File: src/design/avionics_serial_host_port_defs.vh
// Constants for the avionics serial host port: option layout, resets, rates and timing
`ifndef AVIONICS_SERIAL_HOST_PORT_DEFS_VH
`define AVIONICS_SERIAL_HOST_PORT_DEFS_VH

// ****************************************************************
// Option word: bus bits 5..14 land in option bits 0..9
// ****************************************************************
`define OPT_BUS_LSB 5
`define OPT_BUS_MSB 14
`define OPT_WIDTH 10
`define OPT_LOOPBACK_SELECT_N 0
`define OPT_RX1_LABEL_FILTER_EN 1
`define OPT_RX1_MATCH_BIT9 2
`define OPT_RX1_MATCH_BIT10 3
`define OPT_RX2_LABEL_FILTER_EN 4
`define OPT_RX2_MATCH_BIT9 5
`define OPT_RX2_MATCH_BIT10 6
`define OPT_PARITY_INVERT 7
`define OPT_TX_RATE_SELECT 8
`define OPT_RX_RATE_SELECT 9
// Reset value: loopback off, filters off, odd parity, fast rates
`define OPT_RESET 10'h001

// ****************************************************************
// Rate division and timing counts, in master clocks, bit times or half-bit times
// ****************************************************************
`define DIV_FAST 7'h0a
`define DIV_SLOW 7'h50
`define DIV_WIDTH 7
`define TX_GAP_HALF_BITS 3'h7
`define RX_GAP_TICKS 2'h2
`define WORD_BITS 32
`define TX_DATA_BITS 31
`define TX_LAST_BIT 5'h1e
`define RX_LAST_BIT 5'h1f

`endif

File: src/design/sync_word_fifo.v
// Synchronous word FIFO with valid/ready on both sides and a soft clear
`timescale 1ns/1ps
module sync_word_fifo #(
  parameter WIDTH = 31,
  parameter DEPTH = 4
) (
  input wire i_mclk,
  input wire i_sys_rst,
  input wire i_clk_en,
  input wire i_clear,
  input wire i_in_valid,
  output wire o_in_ready,
  input wire [WIDTH-1:0] i_in_data,
  output wire o_out_valid,
  input wire i_out_ready,
  output wire [WIDTH-1:0] o_out_data
);
  localparam AW = (DEPTH > 1) ? $clog2(DEPTH) : 1;

  reg [WIDTH-1:0] mem_q [0:DEPTH-1];
  reg [AW:0] wr_ptr_q;
  reg [AW:0] rd_ptr_q;
  reg [AW:0] count_q;
  wire push;
  wire pop;

  // Honest flags from the occupancy count
  assign o_in_ready = (count_q != DEPTH[AW:0]);
  assign o_out_valid = (count_q != {(AW+1){1'b0}});
  assign push = i_in_valid & o_in_ready;
  assign pop = o_out_valid & i_out_ready;
  assign o_out_data = mem_q[rd_ptr_q[AW-1:0]];

  // Pointers wrap at DEPTH so any depth works, not only powers of two
  always @(posedge i_mclk) begin
    if (i_sys_rst || (i_clk_en && i_clear)) begin
      wr_ptr_q <= {(AW+1){1'b0}};
      rd_ptr_q <= {(AW+1){1'b0}};
      count_q <= {(AW+1){1'b0}};
    end else if (i_clk_en) begin
      if (push) begin
        mem_q[wr_ptr_q[AW-1:0]] <= i_in_data;
        wr_ptr_q <= (wr_ptr_q == DEPTH[AW:0] - 1'b1) ? {(AW+1){1'b0}} : wr_ptr_q + 1'b1;
      end
      if (pop) begin
        rd_ptr_q <= (rd_ptr_q == DEPTH[AW:0] - 1'b1) ? {(AW+1){1'b0}} : rd_ptr_q + 1'b1;
      end
      if (push && !pop) begin
        count_q <= count_q + 1'b1;
      end else if (pop && !push) begin
        count_q <= count_q - 1'b1;
      end
    end
  end
endmodule // sync_word_fifo

File: src/design/rx_word_assembler.v
// One receiver: classifies line states and shifts in 32-bit words
`timescale 1ns/1ps
`include "avionics_serial_host_port_defs.vh"
module rx_word_assembler (
  input wire i_mclk,
  input wire i_sys_rst,
  input wire i_clk_en,
  input wire i_clear,
  input wire i_rx_tick,
  input wire i_line_one,
  input wire i_line_zero,
  output reg [`WORD_BITS-1:0] o_word,
  output reg o_word_complete_event
);
  reg [`WORD_BITS-1:0] shift_q;
  reg [4:0] bit_cnt_q;
  reg was_null_q;
  reg bad_q;
  reg [1:0] null_ticks_q;
  wire is_null;
  wire is_bad;
  wire new_bit;
  wire [`WORD_BITS-1:0] shift_d;

  assign is_null = ~i_line_one & ~i_line_zero;
  assign is_bad = i_line_one & i_line_zero;
  assign new_bit = was_null_q & ~is_null & ~is_bad;
  // First bit in ends up in bit 0
  assign shift_d = {i_line_one, shift_q[`WORD_BITS-1:1]};

  // Bit shifting, word gap detection and rejection of bad states
  always @(posedge i_mclk) begin
    if (i_sys_rst || (i_clk_en && i_clear)) begin
      shift_q <= {`WORD_BITS{1'b0}};
      bit_cnt_q <= 5'h00;
      was_null_q <= 1'b0;
      bad_q <= 1'b0;
      null_ticks_q <= 2'h0;
      o_word <= {`WORD_BITS{1'b0}};
      o_word_complete_event <= 1'b0;
    end else if (i_clk_en) begin
      o_word_complete_event <= 1'b0;
      was_null_q <= is_null;
      if (!is_null) begin
        null_ticks_q <= 2'h0;
      end else if (i_rx_tick && null_ticks_q != `RX_GAP_TICKS) begin
        null_ticks_q <= null_ticks_q + 2'h1;
      end
      if (is_bad) begin
        bad_q <= 1'b1;
        bit_cnt_q <= 5'h00;
      end else if (is_null && null_ticks_q == `RX_GAP_TICKS) begin
        // A long null is a word gap: restart framing and forgive errors
        bad_q <= 1'b0;
        bit_cnt_q <= 5'h00;
      end else if (new_bit && !bad_q) begin
        shift_q <= shift_d;
        if (bit_cnt_q == `RX_LAST_BIT) begin
          bit_cnt_q <= 5'h00;
          // Bit 32 turns into a parity error flag
          o_word <= {~(^shift_d), shift_d[`WORD_BITS-2:0]};
          o_word_complete_event <= 1'b1;
        end else begin
          bit_cnt_q <= bit_cnt_q + 5'h01;
        end
      end
    end
  end
endmodule // rx_word_assembler

File: src/design/avionics_serial_host_port.v
// Host-side parallel interface of a two-receiver, one-transmitter serial transceiver
`timescale 1ns/1ps
`include "avionics_serial_host_port_defs.vh"

// Overview of operation
// - byte_select low gives byte 1, high byte 2
// - receiver 1 wins; receiver 2 only if 1 idle
// - byte1 load strobe captures first transmit byte
// - fifo idle low on load, high when drained
// - separate ones and zeros pulse outputs
// - bit clock out is master clock /10 or /80
// - master_reset_n is an active-low reset
// - ten option bits loaded from bus 5..14
// - option bit 5 low loops transmitter to receivers
// - receiver 1 label filter on bits 9, 10
// - receiver 2 label filter on bits 9, 10
// - option bit 12 picks odd or even parity
// - option bit 13 picks transmit divisor
// - option bit 14 picks receive divisor
// - serial bit 1 goes first both ways
// - byte 1 bus mapping of serial bits
// - receivers discard words with bad line states
// - loopback: receiver 2 sees the complement
// - ready only if filter off or matched
// - ready stays low until both bytes read
// - master reset clears FIFO, transmitter and receivers; option word, byte 1 and rate counters are kept
module avionics_serial_host_port #(
  parameter TX_FIFO_DEPTH = 4
) (
  input wire i_mclk,
  input wire i_sys_rst,
  input wire i_clk_en,
  input wire i_master_reset_n,
  input wire [15:0] i_bus_in,
  output reg [15:0] o_bus_out,
  output wire o_bus_oe,
  input wire i_byte_select,
  input wire i_rx1_read_enable_n,
  input wire i_rx2_read_enable_n,
  input wire i_tx_byte1_load_n,
  input wire i_tx_byte2_load_n,
  input wire i_option_word_strobe,
  input wire i_tx_enable_transmit,
  input wire i_rx1_line_one,
  input wire i_rx1_line_zero,
  input wire i_rx2_line_one,
  input wire i_rx2_line_zero,
  output wire o_rx1_word_ready_n,
  output wire o_rx2_word_ready_n,
  output wire o_tx_fifo_idle,
  output wire o_tx_fifo_full,
  output wire o_tx_line_outputs_one,
  output wire o_tx_line_outputs_zero,
  output reg o_tx_bit_clock_out
);
  // ****************************************************************
  // Declarations
  // ****************************************************************
  localparam ST_IDLE = 5'b00001;
  localparam ST_SYNC = 5'b00010;
  localparam ST_HIGH = 5'b00100;
  localparam ST_NULL = 5'b01000;
  localparam ST_GAP = 5'b10000;

  reg [`OPT_WIDTH-1:0] option_latch_word_q;
  reg strobe_q;
  reg load1_n_q;
  reg load2_n_q;
  reg [15:0] tx_byte1_q;
  reg [`DIV_WIDTH-1:0] tx_div_cnt_q;
  reg [`DIV_WIDTH-1:0] rx_div_cnt_q;
  reg [4:0] tx_state_q;
  reg [`WORD_BITS-1:0] tx_shift_q;
  reg [4:0] tx_bit_cnt_q;
  reg [2:0] tx_gap_cnt_q;
  reg tx_in_gap_q;
  reg [1:0] ready_q;
  reg [1:0] byte1_read_q;
  reg [1:0] byte2_read_q;
  wire soft_clear;
  wire [`DIV_WIDTH-1:0] tx_div;
  wire [`DIV_WIDTH-1:0] rx_div;
  wire tx_half_tick;
  wire rx_tick;
  wire fifo_in_ready;
  wire fifo_out_valid;
  wire fifo_pop;
  wire [`TX_DATA_BITS-1:0] fifo_out_data;
  wire [`TX_DATA_BITS-1:0] tx_word;
  wire tx_parity;
  wire [1:0] line_one;
  wire [1:0] line_zero;
  wire [1:0] word_event;
  wire [1:0] accept;
  wire [1:0] read_on;
  wire [2*`WORD_BITS-1:0] rx_words;
  wire [`WORD_BITS-1:0] rd_word;

  assign soft_clear = ~i_master_reset_n;

  // ****************************************************************
  // Option word
  // ****************************************************************
  // latch bus 5..14 on strobe rise
  always @(posedge i_mclk) begin
    if (i_sys_rst) begin
      option_latch_word_q <= `OPT_RESET;
      strobe_q <= 1'b0;
    end else if (i_clk_en) begin
      strobe_q <= i_option_word_strobe;
      if (i_option_word_strobe && !strobe_q) begin
        option_latch_word_q <= i_bus_in[`OPT_BUS_MSB:`OPT_BUS_LSB];
      end
    end
  end

  // ****************************************************************
  // Rate dividers
  // ****************************************************************
  // transmit divisor select
  assign tx_div = option_latch_word_q[`OPT_TX_RATE_SELECT] ? `DIV_SLOW : `DIV_FAST;
  assign rx_div = option_latch_word_q[`OPT_RX_RATE_SELECT] ? `DIV_SLOW : `DIV_FAST;
  assign tx_half_tick = (tx_div_cnt_q == tx_div - 1'b1) || (tx_div_cnt_q == (tx_div >> 1) - 1'b1);
  assign rx_tick = (rx_div_cnt_q == rx_div - 1'b1);

  // bit clock high in first half
  always @(posedge i_mclk) begin
    if (i_sys_rst) begin
      tx_div_cnt_q <= {`DIV_WIDTH{1'b0}};
      rx_div_cnt_q <= {`DIV_WIDTH{1'b0}};
      o_tx_bit_clock_out <= 1'b0;
    end else if (i_clk_en) begin
      // Wrap with >= so a rate change mid-period cannot overrun
      tx_div_cnt_q <= (tx_div_cnt_q >= tx_div - 1'b1) ? {`DIV_WIDTH{1'b0}} : tx_div_cnt_q + 1'b1;
      rx_div_cnt_q <= (rx_div_cnt_q >= rx_div - 1'b1) ? {`DIV_WIDTH{1'b0}} : rx_div_cnt_q + 1'b1;
      o_tx_bit_clock_out <= (tx_div_cnt_q + 1'b1 < (tx_div >> 1)) || (tx_div_cnt_q >= tx_div - 1'b1);
    end
  end

  // ****************************************************************
  // Transmit byte loading
  // ****************************************************************
  // byte 1 captured on falling strobe
  always @(posedge i_mclk) begin
    if (i_sys_rst) begin
      load1_n_q <= 1'b1;
      load2_n_q <= 1'b1;
      tx_byte1_q <= 16'h0000;
    end else if (i_clk_en) begin
      load1_n_q <= i_tx_byte1_load_n;
      load2_n_q <= i_tx_byte2_load_n;
      if (!i_tx_byte1_load_n && load1_n_q) begin
        tx_byte1_q <= i_bus_in;
      end
    end
  end

  // unpack byte 1; bus bit 8 (slot of bit 32) is stored but unused
  // byte 2 bus 15..0 holds bits 14..29
  // byte 2 strobe completes the word
  assign tx_word = {tx_byte1_q[10], tx_byte1_q[9], i_bus_in[0], i_bus_in[1], i_bus_in[2],
                    i_bus_in[3], i_bus_in[4], i_bus_in[5], i_bus_in[6], i_bus_in[7],
                    i_bus_in[8], i_bus_in[9], i_bus_in[10], i_bus_in[11], i_bus_in[12],
                    i_bus_in[13], i_bus_in[14], i_bus_in[15], tx_byte1_q[15:11],
                    tx_byte1_q[0], tx_byte1_q[1], tx_byte1_q[2], tx_byte1_q[3],
                    tx_byte1_q[4], tx_byte1_q[5], tx_byte1_q[6], tx_byte1_q[7]};

  // Words loaded while full are dropped
  sync_word_fifo #(
    .WIDTH(`TX_DATA_BITS),
    .DEPTH(TX_FIFO_DEPTH)
  ) u_tx_fifo (
    .i_mclk(i_mclk),
    .i_sys_rst(i_sys_rst),
    .i_clk_en(i_clk_en),
    .i_clear(soft_clear),
    .i_in_valid(!i_tx_byte2_load_n && load2_n_q),
    .o_in_ready(fifo_in_ready),
    .i_in_data(tx_word),
    .o_out_valid(fifo_out_valid),
    .i_out_ready(fifo_pop),
    .o_out_data(fifo_out_data)
  );
  assign o_tx_fifo_full = ~fifo_in_ready;

  // ****************************************************************
  // Transmit sequencer
  // ****************************************************************
  // odd parity when clear, even when set
  assign tx_parity = (^fifo_out_data) ^ ~option_latch_word_q[`OPT_PARITY_INVERT];
  assign fifo_pop = (tx_state_q == ST_IDLE) & i_tx_enable_transmit & fifo_out_valid;

  // bit 1 first; half-bit pulse, half-bit null
  always @(posedge i_mclk) begin
    if (i_sys_rst || (i_clk_en && soft_clear)) begin
      tx_state_q <= ST_IDLE;
      tx_shift_q <= {`WORD_BITS{1'b0}};
      tx_bit_cnt_q <= 5'h00;
      tx_gap_cnt_q <= 3'h0;
      tx_in_gap_q <= 1'b0;
    end else if (i_clk_en) begin
      case (tx_state_q)
        ST_IDLE: begin
          tx_in_gap_q <= 1'b0;
          if (fifo_pop) begin
            tx_shift_q <= {tx_parity, fifo_out_data};
            tx_bit_cnt_q <= 5'h00;
            tx_state_q <= ST_SYNC;
          end
        end
        ST_SYNC: begin
          if (tx_half_tick) begin
            tx_state_q <= tx_in_gap_q ? ST_IDLE : ST_HIGH;
          end
        end
        ST_HIGH: begin
          if (tx_half_tick) begin
            tx_state_q <= ST_NULL;
          end
        end
        ST_NULL: begin
          if (tx_half_tick) begin
            tx_shift_q <= {1'b0, tx_shift_q[`WORD_BITS-1:1]};
            tx_bit_cnt_q <= tx_bit_cnt_q + 5'h01;
            tx_gap_cnt_q <= 3'h0;
            tx_state_q <= (tx_bit_cnt_q == `TX_LAST_BIT + 5'h01) ? ST_GAP : ST_HIGH;
          end
        end
        ST_GAP: begin
          // Word gap of four bit times
          if (tx_half_tick) begin
            tx_gap_cnt_q <= tx_gap_cnt_q + 3'h1;
            if (tx_gap_cnt_q == `TX_GAP_HALF_BITS) begin
              tx_in_gap_q <= 1'b1;
              tx_state_q <= ST_SYNC;
            end
          end
        end
        default: begin
          tx_state_q <= ST_IDLE;
        end
      endcase
    end
  end

  assign o_tx_line_outputs_one = (tx_state_q == ST_HIGH) & tx_shift_q[0];
  assign o_tx_line_outputs_zero = (tx_state_q == ST_HIGH) & ~tx_shift_q[0];
  // idle when queue and line are empty
  assign o_tx_fifo_idle = (tx_state_q == ST_IDLE) & ~fifo_out_valid;

  // ****************************************************************
  // Receivers
  // ****************************************************************
  // loopback when option bit is low
  // receiver 2 sees ones and zeros swapped
  assign line_one = option_latch_word_q[`OPT_LOOPBACK_SELECT_N] ?
    {i_rx2_line_one, i_rx1_line_one} : {o_tx_line_outputs_zero, o_tx_line_outputs_one};
  assign line_zero = option_latch_word_q[`OPT_LOOPBACK_SELECT_N] ?
    {i_rx2_line_zero, i_rx1_line_zero} : {o_tx_line_outputs_one, o_tx_line_outputs_zero};
  // receiver 1 has priority on the bus
  assign read_on[0] = ~i_rx1_read_enable_n;
  assign read_on[1] = i_rx1_read_enable_n & ~i_rx2_read_enable_n;

  genvar ch;
  generate
    for (ch = 0; ch < 2; ch = ch + 1) begin : g_rx
      assign accept[ch] = ~option_latch_word_q[`OPT_RX1_LABEL_FILTER_EN + 3 * ch] |
        (rx_words[ch * `WORD_BITS + 9 -: 2] ==
         option_latch_word_q[`OPT_RX1_MATCH_BIT10 + 3 * ch -: 2]);
      rx_word_assembler u_rx (
        .i_mclk(i_mclk),
        .i_sys_rst(i_sys_rst),
        .i_clk_en(i_clk_en),
        .i_clear(soft_clear),
        .i_rx_tick(rx_tick),
        .i_line_one(line_one[ch]),
        .i_line_zero(line_zero[ch]),
        .o_word(rx_words[ch*`WORD_BITS +: `WORD_BITS]),
        .o_word_complete_event(word_event[ch])
      );

      // cleared once both bytes read, new word wins
      always @(posedge i_mclk) begin
        if (i_sys_rst || (i_clk_en && soft_clear)) begin
          ready_q[ch] <= 1'b0;
          byte1_read_q[ch] <= 1'b0;
          byte2_read_q[ch] <= 1'b0;
        end else if (i_clk_en) begin
          if (word_event[ch] && accept[ch]) begin
            ready_q[ch] <= 1'b1;
            byte1_read_q[ch] <= 1'b0;
            byte2_read_q[ch] <= 1'b0;
          end else begin
            byte1_read_q[ch] <= byte1_read_q[ch] | (read_on[ch] & ~i_byte_select);
            byte2_read_q[ch] <= byte2_read_q[ch] | (read_on[ch] & i_byte_select);
            if (byte1_read_q[ch] && byte2_read_q[ch]) begin
              ready_q[ch] <= 1'b0;
            end
          end
        end
      end
    end
  endgenerate

  assign o_rx1_word_ready_n = ~ready_q[0];
  assign o_rx2_word_ready_n = ~ready_q[1];

  // ****************************************************************
  // Read-back onto the bus
  // ****************************************************************
  assign o_bus_oe = read_on[0] | read_on[1];

  // byte 1 layout; byte 2 layout
  assign rd_word = read_on[0] ? rx_words[`WORD_BITS-1:0] : rx_words[2*`WORD_BITS-1:`WORD_BITS];
  always @(posedge i_mclk) begin
    if (i_sys_rst) begin
      o_bus_out <= 16'h0000;
    end else if (i_clk_en) begin
      if (!i_byte_select) begin
        o_bus_out <= {rd_word[12:8], rd_word[30:29], rd_word[31], rd_word[0], rd_word[1],
          rd_word[2], rd_word[3], rd_word[4], rd_word[5], rd_word[6], rd_word[7]};
      end else begin
        o_bus_out <= {rd_word[13], rd_word[14], rd_word[15], rd_word[16], rd_word[17],
          rd_word[18], rd_word[19], rd_word[20], rd_word[21], rd_word[22], rd_word[23],
          rd_word[24], rd_word[25], rd_word[26], rd_word[27], rd_word[28]};
      end
    end
  end
endmodule // avionics_serial_host_port

File: config.mk
export PLATFORM = sky130hd
export DESIGN_NAME = avionics_serial_host_port
export DESIGN_NICKNAME = d
export VERILOG_FILES = /design/src/design/sync_word_fifo.v /design/src/design/rx_word_assembler.v /design/src/design/avionics_serial_host_port.v
export VERILOG_INCLUDE_DIRS = /design/src /design/src/design
export SDC_FILE = /design/constraint.sdc
export NUM_CORES = 1
export LEC_CHECK = 0
export BUFFER_PORTS_ARGS = -buffer_cell sky130_fd_sc_hd__buf_2
export CELL_PAD_IN_SITES_DETAIL_PLACEMENT = 1
export CELL_PAD_IN_SITES_GLOBAL_PLACEMENT = 1
export CORE_AREA = 2 2 250 252
export DETAILED_ROUTE_END_ITERATION = 7
export DIE_AREA = 0 0 252 254
export PLACE_DENSITY_LB_ADDON = 0.1
export SLEW_MARGIN = 20
export SYNTH_ARGS = -nofsm -noshare
export SYNTH_HDL_FRONTEND = slang
export SYNTH_HIERARCHICAL = 1
export SYNTH_SLANG_ARGS = --single-unit
File: constraint.sdc
create_clock -name i_mclk -period 3.3 [get_ports i_mclk]
set_clock_uncertainty 0.15 [all_clocks]
set_input_delay 0.165 -clock i_mclk [delete_from_list [all_inputs] [get_ports i_mclk]]
set_output_delay 0.165 -clock i_mclk [all_outputs]
set_load 0.005 [all_outputs]
# == After elaboration in Yosys (flattened, before gate mapping) ==
# Memory sizes are Yosys's and may differ from the RTL's. A register that Yosys moved wholly into a read port is not among the register bits.
# Index checks and enable logic that the tools add are counted.
# Widths: inputs -> output; s select.
# totals
regBits,269
ramBits,124
inputBits,31
out_inout_bits,24
elab_cells,269
mem_count,1
# mem_list
memory,depth,word_bits,read_ports,rd_ports_with_merged_regs,write_ports,line_no,rtl
u_tx_fifo.mem_q,4,31,1,1,1,sync_word_fifo.v:20,reg [WIDTH-1:0] mem_q [0:DEPTH-1];
# classes
addsub,15
n_lt_le_gt_ge,3
eq_ne,29
n_mux,71
bitwise,52
reduce_logical,61
# op_table
op,n
$mux 32,3
$mux 5,17
$pmux 32 s2,1
$reduce_xor 32->1,2
$reduce_xor 31->1,1
$mux 7,4
$mux 1,26
$reduce_and 2->1,13
$pmux 5 s5,1
$not 1->1,24
$eq 7x7->1,3
$mux 3,7
$and 1x1->1,20
$eq 5x5->1 const B,4
$reduce_and 4->1,5
$ne 2x2->1 const B,9
$logic_and 1x1->1,16
$mux 16,1
$mux 2,8
$reduce_bool 2->1,8
$add 5x1->5 const B,3
$add 7x1->7 const B,2
$ge 7x7->1,2
$sub 7x1->7 const B,2
25 further kinds,49

# == Longest topological paths before layout ==
# Gate-level depths: netlist of the first run.
# depth
word_depth,12
mapped_depth,14
mapped_depth_nobuf,10

# == By module ==
# Netlist of the first run, hierarchy kept.
# by_module_without_submodules
module,instances,cells_per_inst,area_each_um2,seq_area_each_um2
rx_word_assembler,2,368,3049.2,1461.4
avionics_serial_host_port,1,652,5809.3,2222.1
sync_word_fifo,1,225,5048.6,3943.8

# == Least setup slack after synthesis of the first run ==
# No wires, ideal clock.
# synth_timing
path_kind,register -> register
start,register tx_div_cnt_q[0]
end,register o_tx_bit_clock_out
setup_time_ps,86
arrival_time_ps,2216
required_time_ps,3064
setup_slack_ps,848
path_stages_with_launch,9
path_buffers,0
period_less_slack_ps,2452
cell_sequence,dfxtp_1 > ha_1 > nor2b_1 > or2_2 > ha_1 > a21o_1 > a2111o_1 > a211o_1 > a211oi_1
# synth_between
elab_chain_len,3
word_cells_on_any_way,4
classes_between,add/sub: 1; order compare: 2; reduce/logical: 1
# synth_lines
element,line_no,rtl
from (decl),avionics_serial_host_port.v:70,reg [`DIV_WIDTH-1:0] tx_div_cnt_q;
from (signal assigned),avionics_serial_host_port.v:129,tx_div_cnt_q <= {`DIV_WIDTH{1'b0}};
from (signal assigned),avionics_serial_host_port.v:134,tx_div_cnt_q <= (tx_div_cnt_q >= tx_div - 1'b1) ? {`DIV_WIDTH{1'b0}} : tx_div_cnt_q + 1'b1;
$add 7x1->7,avionics_serial_host_port.v:136,o_tx_bit_clock_out <= (tx_div_cnt_q + 1'b1 < (tx_div >> 1)) || (tx_div_cnt_q >= tx_div - 1'b1);
$lt 7x6->1,avionics_serial_host_port.v:136,
$logic_or 1x1->1 *,avionics_serial_host_port.v:136,
to (signal assigned),avionics_serial_host_port.v:136,
to (decl),avionics_serial_host_port.v:54,output reg o_tx_bit_clock_out
# Every way passes the cells marked *; elsewhere a longest branch is shown, timed or not.
# A chain may end at the register's enable or synchronous reset.

# == Worst setup path in the final report of the first run ==
# layout_timing
start,register tx_state_q[4]
end,register g_rx[0].u_rx.o_word[1]
# layout_between
elab_chain_len,10
word_cells_on_any_way,17
classes_between,eq/ne: 1; mux: 2; bitwise: 11; reduce/logical: 3
# layout_lines
element,line_no,rtl
from (decl),avionics_serial_host_port.v:72,reg [4:0] tx_state_q;
from (signal assigned),avionics_serial_host_port.v:213,tx_state_q <= tx_in_gap_q ? ST_IDLE : ST_HIGH;
from (signal assigned),avionics_serial_host_port.v:226,tx_state_q <= (tx_bit_cnt_q == `TX_LAST_BIT + 5'h01) ? ST_GAP : ST_HIGH;
$eq 5x3->1 *,avionics_serial_host_port.v:246,assign o_tx_line_outputs_one = (tx_state_q == ST_HIGH) & tx_shift_q[0];
$and 1x1->1 *,avionics_serial_host_port.v:246,
$mux 2 *,avionics_serial_host_port.v:256,assign line_one = option_latch_word_q[`OPT_LOOPBACK_SELECT_N] ?
via line_one[0],avionics_serial_host_port.v:91,wire [1:0] line_one;
$not 1->1,rx_word_assembler.v:25,assign is_null = ~i_line_one & ~i_line_zero;
$and 1x1->1,rx_word_assembler.v:25,
$not 1->1,rx_word_assembler.v:27,assign new_bit = was_null_q & ~is_null & ~is_bad;
$and 1x1->1 (2 in series),rx_word_assembler.v:27,
$logic_and 1x1->1,rx_word_assembler.v:56,end else if (new_bit && !bad_q) begin
$reduce_and 5->1 (no source line) *,--,
to (signal assigned),rx_word_assembler.v:39,o_word <= {`WORD_BITS{1'b0}};
to (signal assigned),rx_word_assembler.v:61,"o_word <= {~(^shift_d), shift_d[`WORD_BITS-2:0]};"
to (decl),rx_word_assembler.v:12,"output reg [`WORD_BITS-1:0] o_word,"
# Mark *: on every way through the listed nets, which the timed path passes. The rest lies on a longest branch.

==> reports/metrics.csv, run 1 <==
metric,value,unit
outcome,finished clean,
setup_viol,0,
cts_tree,yes,
rrSetupSlack,0.39,ns
hold_slack,0.112,ns
antenna_left,0,
synth_seq_cells,392,
synthesis.area,0.0170,mm²
path_class,flop to flop,
die_w,252,µm
min_to,byte1_read_q[0],
die_h,254,µm
slew_viol_final,0,
post_cts_buffers,0,
slew_headroom,37.0,%
synth_edf_count,124,
cts_buffer_depth,3,
num_rows,91,
final-hold-violation-count,0,
arrival,3.19,ns
grt_first_pass_wirelength,74.2,mm
cpPeakStageDelay,0.49,ns
grt_setup_unrepaired,no,
placedCellCount,2389,
post_drt_wl_per_cell,18.8,µm
min-delay-start,i_rx1_read_enable_n,
vdd_drop_max,0.000320,V
crit_buf_inv,1,
synth_cells,1613,
dr.pass1.iters,4,
syn_avg_cell_area,10.5,µm²
layout_common_cells,"347 x nand2_1, 267 x dfxtp_1, 151 x a21oi_1",
power,11.4,mW
grt_pass1_vias,12600,
fin_cells,2502,
hpwlAfterDp,31.1,mm
ys_types,62,
power.density,571,mW/mm²
crit_top_cell,nor2_1,
clk_latency,0.58,ns
root_buffer,clkbuf_16,
cts.clk_slew.worst_paths,0.06,ns
path_cells,nor2_1 > nand3_1 > nor2_1 > a22o_1 > xor2_2 > and3_1 > nand2_2 > buf_12 > nand2_1 > a21oi_1,
tns,0,ns
grt_max_degree,71,
critPathLaunchType,flop,
h-tree-depth,2,
wirelength,47.0,mm
cts_buffers,48,
synth-seq-area-share,53.6,%
vias,11700,
io_pins,55,
p_leak,6.86,nW
layout_commonest_cell,nand2_1,
dieArea,0.0640,mm²
grt-ovfl-total,0,
design.core.area,0.0613,mm²
final_net_count,1734,
async_flop_share,0,%
area_delta_synth_final,17.5,%
synth_top_flop_cell,dfxtp_1,
syn_nets,1673,
layout-drive-gt1-share,16.7,%
cp_top_family,simple AND/OR/NAND/NOR gates,
vias_per_cell,4.68,
r2r_start,tx_state_q[4],
post_cts_resized,0,
antenna_found_initial,1,
yosys_warnings,6,
drcViolationCount,0,
portBuffers,54,
max_freq,344,MHz
maxCapViolations,0,
final.fill_count,6802,
worstHoldPathCells,3,
drt_iter0_drc,512,
worst_slew_pin_slew,0.930,ns
diodes,0,
final_util,32.5,%
min_path_type,input port to flop,
min_period_over_period,88.0,%
track_usage,15.0,%
crit_fanout,21,
slowest_stage,a22o_1,
place_congestion,0.743,
start_util,27.7,%
end_kind,flop,
reg2reg_to,g_rx[0].u_rx/o_word[1],
layout_min_cycle_time,2.91,ns
reg2reg_depth,10,
required,3.58,ns
cts_sinks,392,
-- where the power goes --
group | switching (mW) | leakage, nW | internal (mW)
clock | 2.11 | 0.801 | 3.34
sequential | 0.0762 | 3.30 | 5.07
combinational | 0.485 | 2.77 | 0.305
total | 2.67 | 6.86 | 8.71
-- cell type report --
type / instances / area, µm² / share of cell area [%]
inverter: 21 / 78.8 / 0.396
tap: 790 / 988 / 4.96
timing repair buffer: 112 / 883 / 4.43
clock buffer: 70 / 1410 / 7.07
clock inverter: 18 / 225 / 1.13
sequential: 392 / 9090 / 45.6
multi-input combinational: 1099 / 7250 / 36.4
-- worst reg2reg max path: cells and delay by family, from the launching register on --
| family | cells | cell delay [ns] |
|---|---|---|
| and+or+nand+nor | 6 | 1.16 |
| AOI/OAI and AO/OA | 2 | 0.55 |
| DFF | 1 | 0.37 |
| buffers and inverters | 1 | 0.29 |
| xor gates and xnor gates | 1 | 0.23 |
-- cell usage after synthesis, types with 2 or more instances --
library cell | count | area share, %
a311oi_2 | 20 | 1.8
a211o_1 | 5 | 0.26
a21o_1 | 9 | 0.40
and3_1 | 11 | 0.41
or2_2 | 4 | 0.15
a21oi_1 | 151 | 4.5
dfxtp_1 | 268 | 32
buf_6 | 10 | 0.66
a31oi_1 | 6 | 0.22
a21oi_2 | 21 | 1.1
ha_1 | 28 | 2.1
nand2_2 | 22 | 0.81
a211oi_1 | 5 | 0.22
nand2_1 | 347 | 7.7
and2_1 | 5 | 0.18
clkbuf_1 | 55 | 1.2
o31ai_2 | 2 | 0.15
xor2_1 | 23 | 1.2
edfxtp_1 | 124 | 22
nor3_1 | 5 | 0.15
or3_1 | 6 | 0.22
nand4_1 | 6 | 0.22
o31ai_1 | 3 | 0.13
nor2b_1 | 8 | 0.30
inv_1 | 21 | 0.46
o21a_1 | 4 | 0.18
nor2_1 | 124 | 2.7
o21ai_1 | 2 | 0.059
buf_8 | 2 | 0.18
nor3b_1 | 2 | 0.089
a311oi_1 | 11 | 0.57
xnor2_1 | 94 | 4.9
nand3b_1 | 7 | 0.31
buf_2 | 18 | 0.53
mux4_2 | 47 | 6.2
o311ai_1 | 3 | 0.15
buf_1 | 4 | 0.089
xor2_2 | 2 | 0.19
buf_4 | 12 | 0.53
nand2b_1 | 9 | 0.33
mux2i_1 | 37 | 2.2
a22o_1 | 3 | 0.15
a22oi_1 | 11 | 0.49
o21ai_0 | 18 | 0.53
nand3_1 | 21 | 0.62
-- flip-flops by register name (all words and copies together) (netlist names), 2 cells and up, named ones only --
name	flops
ready_q	2
tx_gap_cnt_q	3
g_rx.u_rx/was_null_q	2
o_bus_out	16
g_rx.u_rx/shift_q	62
rx_div_cnt_q	7
u_tx_fifo/wr_ptr_q	3
u_tx_fifo/count_q	3
tx_bit_cnt_q	5
g_rx.u_rx/bit_cnt_q	10
tx_byte1_q	15
g_rx.u_rx/o_word_complete_event	2
g_rx.u_rx/bad_q	2
byte2_read_q	2
g_rx.u_rx/o_word	64
g_rx.u_rx/null_ticks_q	4
tx_div_cnt_q	7
tx_state_q	5
option_latch_word_q	10
u_tx_fifo/mem_q	124
u_tx_fifo/rd_ptr_q	3
byte1_read_q	2
tx_shift_q	32
-- stage by stage --
| step | area (µm²) | setup slack, ns |
|---|---|---|
| final | 19900 | 0.395 |
| after CTS | 19900 | 0.324 |
| after detailed placement | 18000 | 0.383 |
| after global routing | 19900 | 0.0620 |
| after global placement | 18000 | 0.447 |
| after floorplan | 17000 | 0.848 |
-- worst max path at each step --
| stage | startpoint | to | slack (ns) | cells past startpoint |
|---|---|---|---|---|
| detailed placement | tx_state_q[4] | g_rx[0].u_rx/o_word[23] | 0.38 | 10 |
| floorplan | tx_div_cnt_q[0] | o_tx_bit_clock_out | 0.85 | 8 |
| global placement | tx_state_q[4] | g_rx[0].u_rx/o_word[23] | 0.45 | 10 |
| CTS | tx_state_q[4] | g_rx[0].u_rx/o_word[23] | 0.32 | 10 |
| global route | tx_state_q[4] | g_rx[0].u_rx/o_word[23] | 0.06 | 10 |
| finish | tx_state_q[4] | g_rx[0].u_rx/o_word[1] | 0.39 | 10 |
-- what timing repair did --
item	4_1_cts	5_1_grt
hold buffers	25	0
endpoints found under the setup margin	0	0
endpoints found under the hold margin	105	0
-- routing by layer --
| layer | vias to the layer above | global-route usage, % | part of all wire (%) |
|---|---|---|---|
| met5 | - | 0 | 0 |
| met4 | 0 | 4.04 | 2.1 |
| met3 | 57 | 2.19 | 3.0 |
| met2 | 133 | 26.3 | 50 |
| met1 | 5794 | 19.2 | 45 |
| li1 | 5719 | - | - |
-- kinds of logic (layout without fill, tap and decap cells) --
group	after synthesis	in the layout	synth area share [%]
adders and majority gates	29	29	2.18
DFF	392	392	53.6
xor gates and xnor gates	119	119	6.24
AOI/OAI and AO/OA	281	281	11.2
muxes	85	85	8.49
buffers and inverters	122	221	3.67
and+or+nand+nor	585	585	14.6
Power figures use the tool's default switching activity.
==> run 2, diff against run 1 <==
CORE_AREA = 2 2 188 190   (was 2 2 250 252)
DIE_AREA = 0 0 190 192   (was 0 0 252 254)
SYNTH_HIERARCHICAL = default   (was 1)
==> run 2 against run 1 <==
Count of clock-buffer cells in the layout down 16; hold slack worse by 0.049 ns; critical path depth unchanged; register-to-register slack worse by 0.05 ns; sequential cell count unchanged; largest cell class unchanged.
==> reports/metrics.csv, run 2 <==
metric,value,unit,change
cp-startpoint,option_latch_word_q[8],,
drt_iter0_drc,606,,+18%
antenna_found_initial,1,,unchanged
slew_viol_final,0,,unchanged
placedCellCount,2037,,-15%
dr.pass1.iters,5,,+1
async_flop_share,0,%,unchanged
p_leak,6.61,nW,-3.7%
design.core.area,0.0343,mm²,-44%
grt_max_degree,149,,+110%
grt_setup_unrepaired,no,,
ys_types,60,,-3.2%
die_w,190,µm,-25%
power.density,564,mW/mm²,-1.2%
reg2reg_depth,10,,unchanged
cp-endpoint,tx_shift_q[24],,
crit_fanout,34,,+62%
arrival,3.26,ns,+0.07 ns
syn_avg_cell_area,10.4,µm²,-1.3%
hold_slack,0.0627,ns,-0.0495 ns
layout_min_cycle_time,2.96,ns,+0.0516 ns
grt-ovfl-total,0,,unchanged
layout_commonest_cell,nand2_1,,
clk_latency,0.54,ns,-0.04 ns
synth_edf_count,124,,unchanged
p_comb_share,7.0,%,about the same
h-tree-depth,2,,unchanged
grt_first_pass_wirelength,66.7,mm,-10%
num_rows,68,,-25%
p_sw_share,23.2,%,-0.27 points
required,3.60,ns,+0.02 ns
largest_reg_flops,124,,unchanged
layout-drive-gt1-share,11.9,%,-4.8 points
vdd_drop_max,0.000408,V,+28%
synth_top_flop_cell,dfxtp_1,,
hpwlAfterDp,27.3,mm,-12%
vias,11800,,+0.41%
dpl_worst_slack,0.373,ns,-0.00969 ns
min_path_type,input port to flop,,
dieArea,0.0365,mm²,-43%
synth_seq_cells,392,,unchanged
cts_buffer_depth,3,,unchanged
syn_nets,1663,,-0.60%
path_class,flop to flop,,
final_net_count,1713,,-1.2%
yosys.area.top_type,dfxtp_1,,
internal-power,8.24,mW,-5.4%
ys_top_cells_by_count,"302 x nand2_1, 268 x dfxtp_1, 174 x a21oi_1, 131 x nor2_1, 124 x edfxtp_1",,
reg2reg_to,tx_shift_q[24],,
synthesis.area,0.0166,mm²,-1.9%
p_seq_share,47.7,%,+2.5 points
setup_viol,0,,unchanged
root_buffer,clkbuf_16,,
drcViolationCount,0,,unchanged
rrSetupSlack,0.34,ns,-0.05 ns
synth-seq-area-share,54.6,%,+1.0 points
cts_buffers,42,,-13%
diodes,0,,unchanged
antenna_left,0,,unchanged
outcome,finished clean,,
track_usage,23.4,%,+8.4 points
end_kind,flop,,
grt_pass1_vias,12200,,-2.9%
max_freq,338,MHz,-1.7%
r2r_start,option_latch_word_q[8],,
layout_common_cells,"302 x nand2_1, 267 x dfxtp_1, 174 x a21oi_1",,
yosysMostFrequentCell,nand2_1,,
tns,0,ns,unchanged
post_drt_wl_per_cell,19.6,µm,+4.6%
final-hold-violation-count,0,,unchanged
synth_cells,1603,,-0.62%
post_cts_resized,0,,unchanged
vias_per_cell,5.49,,+17%
clockPowerShare,45.3,%,-2.6 points
cts_tree,yes,,
cts_sinks,392,,unchanged
yosys_warnings,0,,-6
portBuffers,54,,unchanged
maxCapViolations,0,,unchanged
io_pins,55,,unchanged
die_h,192,µm,-24%
synthTopCellsByArea,"dfxtp_1 32%, edfxtp_1 22%, nand2_1 6.8%",,
power_switching,2.49,mW,-6.8%
critPathLaunchType,flop,,
yosysTopAreaCellShare,32.3,%,+0.62 points
slew_headroom,40.2,%,+3.2 points
area_delta_synth_final,14.3,%,
wirelength,42.0,mm,-11%
fin_cells,2139,,-15%
power,10.7,mW,-5.8%
place_congestion,0.791,,+6.5%
worst_slew_pin_slew,0.894,ns,-0.0359 ns
start_util,48.5,%,+21 points
worst_slack,0.343,ns,-0.0516 ns
cts.clk_slew.worst_paths,0.06,ns,about the same
min_period_over_period,89.6,%,+1.6 points
run 2: cell types whose count changed in the layout (fill, tap and decap cells not counted), sizes merged, moves of 5 or more:
cell / change
nand2: -67
nand3: +54
a22oi: -5
nor2: +7
mux2i: -5
clkbuf: -16
a21o: -7
o211a: +5
nor2b: -6
nor3: +6
run 2: worst min path at each step:
stage,from,endpoint,slack [ns],cells past startpoint
final,i_rx1_line_one,g_rx[0].u_rx.shift_q[31],0.06,4
after global routing,i_rx1_read_enable_n,byte2_read_q[0],0.12,3
after CTS,i_rx1_line_one,g_rx[0].u_rx.shift_q[31],0.04,4
after detailed placement,i_bus_in[3],u_tx_fifo.mem_q[2][25],0.26,1
after global placement,i_bus_in[3],u_tx_fifo.mem_q[3][25],0.25,1
after floorplan,i_bus_in[15],u_tx_fifo.mem_q[0][13],0.11,0
run 2: stage by stage:
stage	util, %	area, µm²
after floorplan	-	16600
after CTS	55.4	19000
final	55.4	19000
after global routing	55.4	19000
after detailed placement	50.5	17300
after global placement	50.5	17300
run 2: timing repair:
action                                  in CTS  in global routing
hold buffers                                27                  0
setup buffers                                0                  0
hold endpoints to repair                   104                  0
endpoints found under the setup margin       0                  0
run 2: cell type report:
| class | instances | area (µm²) |
|---|---|---|
| Clock buffer | 54 | 1160 |
| Clock inverter | 21 | 255 |
| Fill cell | 3687 | 15300 |
| Inverter | 19 | 71.3 |
| Multi-Input combinational cell | 1086 | 7020 |
| Sequential cell | 392 | 9090 |
| Tap cell | 455 | 569 |
| Timing Repair Buffer | 112 | 848 |
run 2: kinds of logic (layout without fill, tap and decap cells):
family                   count (synthesis)  in the layout  share of synthesized area, %
adder cells (fa/ha/maj)                 29             29                          2.23
AO/OA/AOI/OAI                          285            285                          10.4
flip-flops                             392            392                          54.6
AND/OR/NAND/NOR                        575            575                          14.6
XOR/XNOR                               117            117                          6.16
buffers and inverters                  125            206                          3.37
multiplexers                            80             80                          8.56
run 2: critical path: stages (launching register included):
cell,delay [ns]
dfxtp_1,0.39
inv_1,0.15
ha_1,0.32
nand4bb_1,0.13
or3_1,0.38
a21oi_2,0.21
o21a_1,0.20
o21a_2,0.36
buf_12,0.24
nor2_1,0.06
a311oi_1,0.27
run 2: power by group through the flow:
stage | clock [mW] | combinational (mW) | sequential (mW)
floorplan | 0 | 0.538 | 5.19
global placement | 0 | 0.719 | 5.21
detailed placement | 0 | 0.737 | 5.22
CTS | 4.95 | 0.765 | 5.12
global route | 5.12 | 0.836 | 5.12
finish | 4.86 | 0.756 | 5.12
run 2: per-layer routing:
layer  global-route usage, %  up-vias  share of wire, %
met2                    42.1      160                51
met4                    6.68        2               2.3
met5                       0        -             0.031
met1                    28.9     5810                44
met3                    3.71       59               3.4
li1                        -     5720                 -
==> run 3, diff against run 2 <==
HOLD_SLACK_MARGIN = 0.08   (was default)
==> run 3 against run 2 <==
Maximum frequency decreased by 0.19%; sequential share of layout area decreased by 0.075 points; routed wire length about the same; count of clock-buffer cells in the layout unchanged; die area unchanged; hold slack improved by 0.067 ns; via count about the same; highest routed layer unchanged.
==> reports/metrics.csv, run 3 (synthesized netlist as in run 2, its figures left out) <==
metric,value,unit,change
outcome,finished clean,,
grt_pass1_vias,12300,,+0.37%
min_to,g_rx[1].u_rx.shift_q[31],,
diodes,0,,unchanged
dr.pass1.iters,5,,unchanged
io_pins,55,,unchanged
grt-ovfl-total,0,,unchanged
tns,0,ns,unchanged
power,10.7,mW,about the same
antenna_left,0,,unchanged
largest_reg_flops,124,,unchanged
grt_first_pass_wirelength,66.9,mm,+0.28%
critPathLaunchType,flop,,
grt_max_degree,149,,unchanged
arrival,3.26,ns,about the same
final-hold-violation-count,0,,unchanged
die_w,190,µm,unchanged
maxCapViolations,0,,unchanged
h-tree-depth,2,,unchanged
power.density,563,mW/mm²,-0.21%
design.core.area,0.0343,mm²,unchanged
worstHoldPathCells,5,,+1
path_class,flop to flop,,
slew_headroom,41.3,%,+1.0 points
layout_min_cycle_time,2.96,ns,+0.00549 ns
layout_common_cells,"302 x nand2_1, 267 x dfxtp_1, 174 x a21oi_1",,
min-delay-start,i_rx2_line_one,,
r2r_start,option_latch_word_q[8],,
post_drt_wl_per_cell,19.6,µm,-0.17%
grt_setup_unrepaired,no,,
drcViolationCount,0,,unchanged
cts_tree,yes,,
area_delta_synth_final,14.5,%,
max_freq,338,MHz,-0.19%
vias,11800,,+0.094%
portBuffers,54,,unchanged
slew_viol_final,0,,unchanged
start_util,48.5,%,unchanged
cts_buffer_depth,3,,unchanged
track_usage,23.4,%,+0.072 points
cts.clk_slew.worst_paths,0.06,ns,about the same
num_rows,68,,unchanged
rrSetupSlack,0.34,ns,about the same
p_leak,6.62,nW,+0.18%
die_h,192,µm,unchanged
cts_buffers,42,,unchanged
dieArea,0.0365,mm²,unchanged
place_congestion,0.791,,unchanged
vias_per_cell,5.49,,about the same
min_path_type,input port to flop,,
end_kind,flop,,
drt_iter0_drc,624,,+3.0%
required,3.60,ns,about the same
wirelength,42.0,mm,about the same
reg2reg_depth,10,,unchanged
hpwlAfterDp,27.3,mm,unchanged
reg2reg_to,tx_shift_q[24],,
worst_slew_pin_slew,0.878,ns,-0.0154 ns
root_buffer,clkbuf_16,,
final_net_count,1716,,+0.18%
min_period_over_period,89.8,%,+0.17 points
antenna_found_initial,1,,unchanged
layout_commonest_cell,nand2_1,,
crit_fanout,34,,unchanged
vdd_drop_max,0.000408,V,about the same
layout-drive-gt1-share,11.9,%,-0.021 points
setup_viol,0,,unchanged
cts_sinks,392,,unchanged
clk_latency,0.54,ns,about the same
## run 3: per-layer routing
| layer | vias up | wire length, µm | global-route usage [%] |
|---|---|---|---|
| li1 | 5725 | - | - |
| met1 | 5811 | 18300 | 28.9 |
| met2 | 161 | 21300 | 42.2 |
| met3 | 63 | 1350 | 3.76 |
| met4 | 2 | 1020 | 6.86 |
| met5 | - | 13 | 0 |
## run 3: layout make-up
type / count / area (µm²)
Clock buffer: 54 / 1160
Clock inverter: 21 / 255
Fill cell: 3680 / 15300
Inverter: 19 / 71.3
Multi-Input combinational cell: 1086 / 7020
Sequential cell: 392 / 9090
Tap cell: 455 / 569
Timing Repair Buffer: 115 / 878
## run 3: critical path, cell delays in order, from the launching register on
cell and delay, ns:
dfxtp_1 0.39, inv_1 0.15, ha_1 0.32, nand4bb_1 0.13, or3_1 0.38, a21oi_2 0.21
o21a_1 0.20, o21a_2 0.36, buf_12 0.24, nor2_1 0.06, a311oi_1 0.27
## run 3: how the worst max path moves through the flow
stage                                       from                    end  slack (ns)  depth (start not counted)
after floorplan             u_tx_fifo.count_q[0]  u_tx_fifo.mem_q[3][0]        0.50                          4
after global placement    option_latch_word_q[8]         tx_shift_q[30]        0.51                         10
after detailed placement  option_latch_word_q[8]         tx_shift_q[24]        0.37                         10
after CTS                 option_latch_word_q[8]         tx_shift_q[24]        0.36                         10
after global routing      option_latch_word_q[8]          tx_shift_q[4]        0.13                         10
final                     option_latch_word_q[8]         tx_shift_q[24]        0.34                         10
## run 3: per-stage QoR
step,hold slack (ns),instances,util (%),area (µm²),setup slack (ns)
after floorplan,0.114,1603,-,16600,0.501
after global placement,0.249,2037,50.5,17300,0.508
after detailed placement,0.257,2037,50.5,17300,0.373
after CTS,0.101,2142,55.5,19000,0.362
after global routing,0.163,2142,55.5,19000,0.131
final,0.129,2142,55.5,19000,0.337
## run 3: power breakdown
| part | leakage, nW | internal (mW) | switching (mW) |
|---|---|---|---|
| clock network | 0.692 | 2.88 | 1.96 |
| logic | 2.63 | 0.311 | 0.448 |
| registers | 3.30 | 5.05 | 0.0693 |
| total | 6.62 | 8.24 | 2.48 |
## run 3: what timing repair did
item                                   4_1_cts  5_1_grt
hold buffers                                30        0
resized for setup                            0        0
endpoints found under the hold margin      114        0
buffers inserted                             0        0
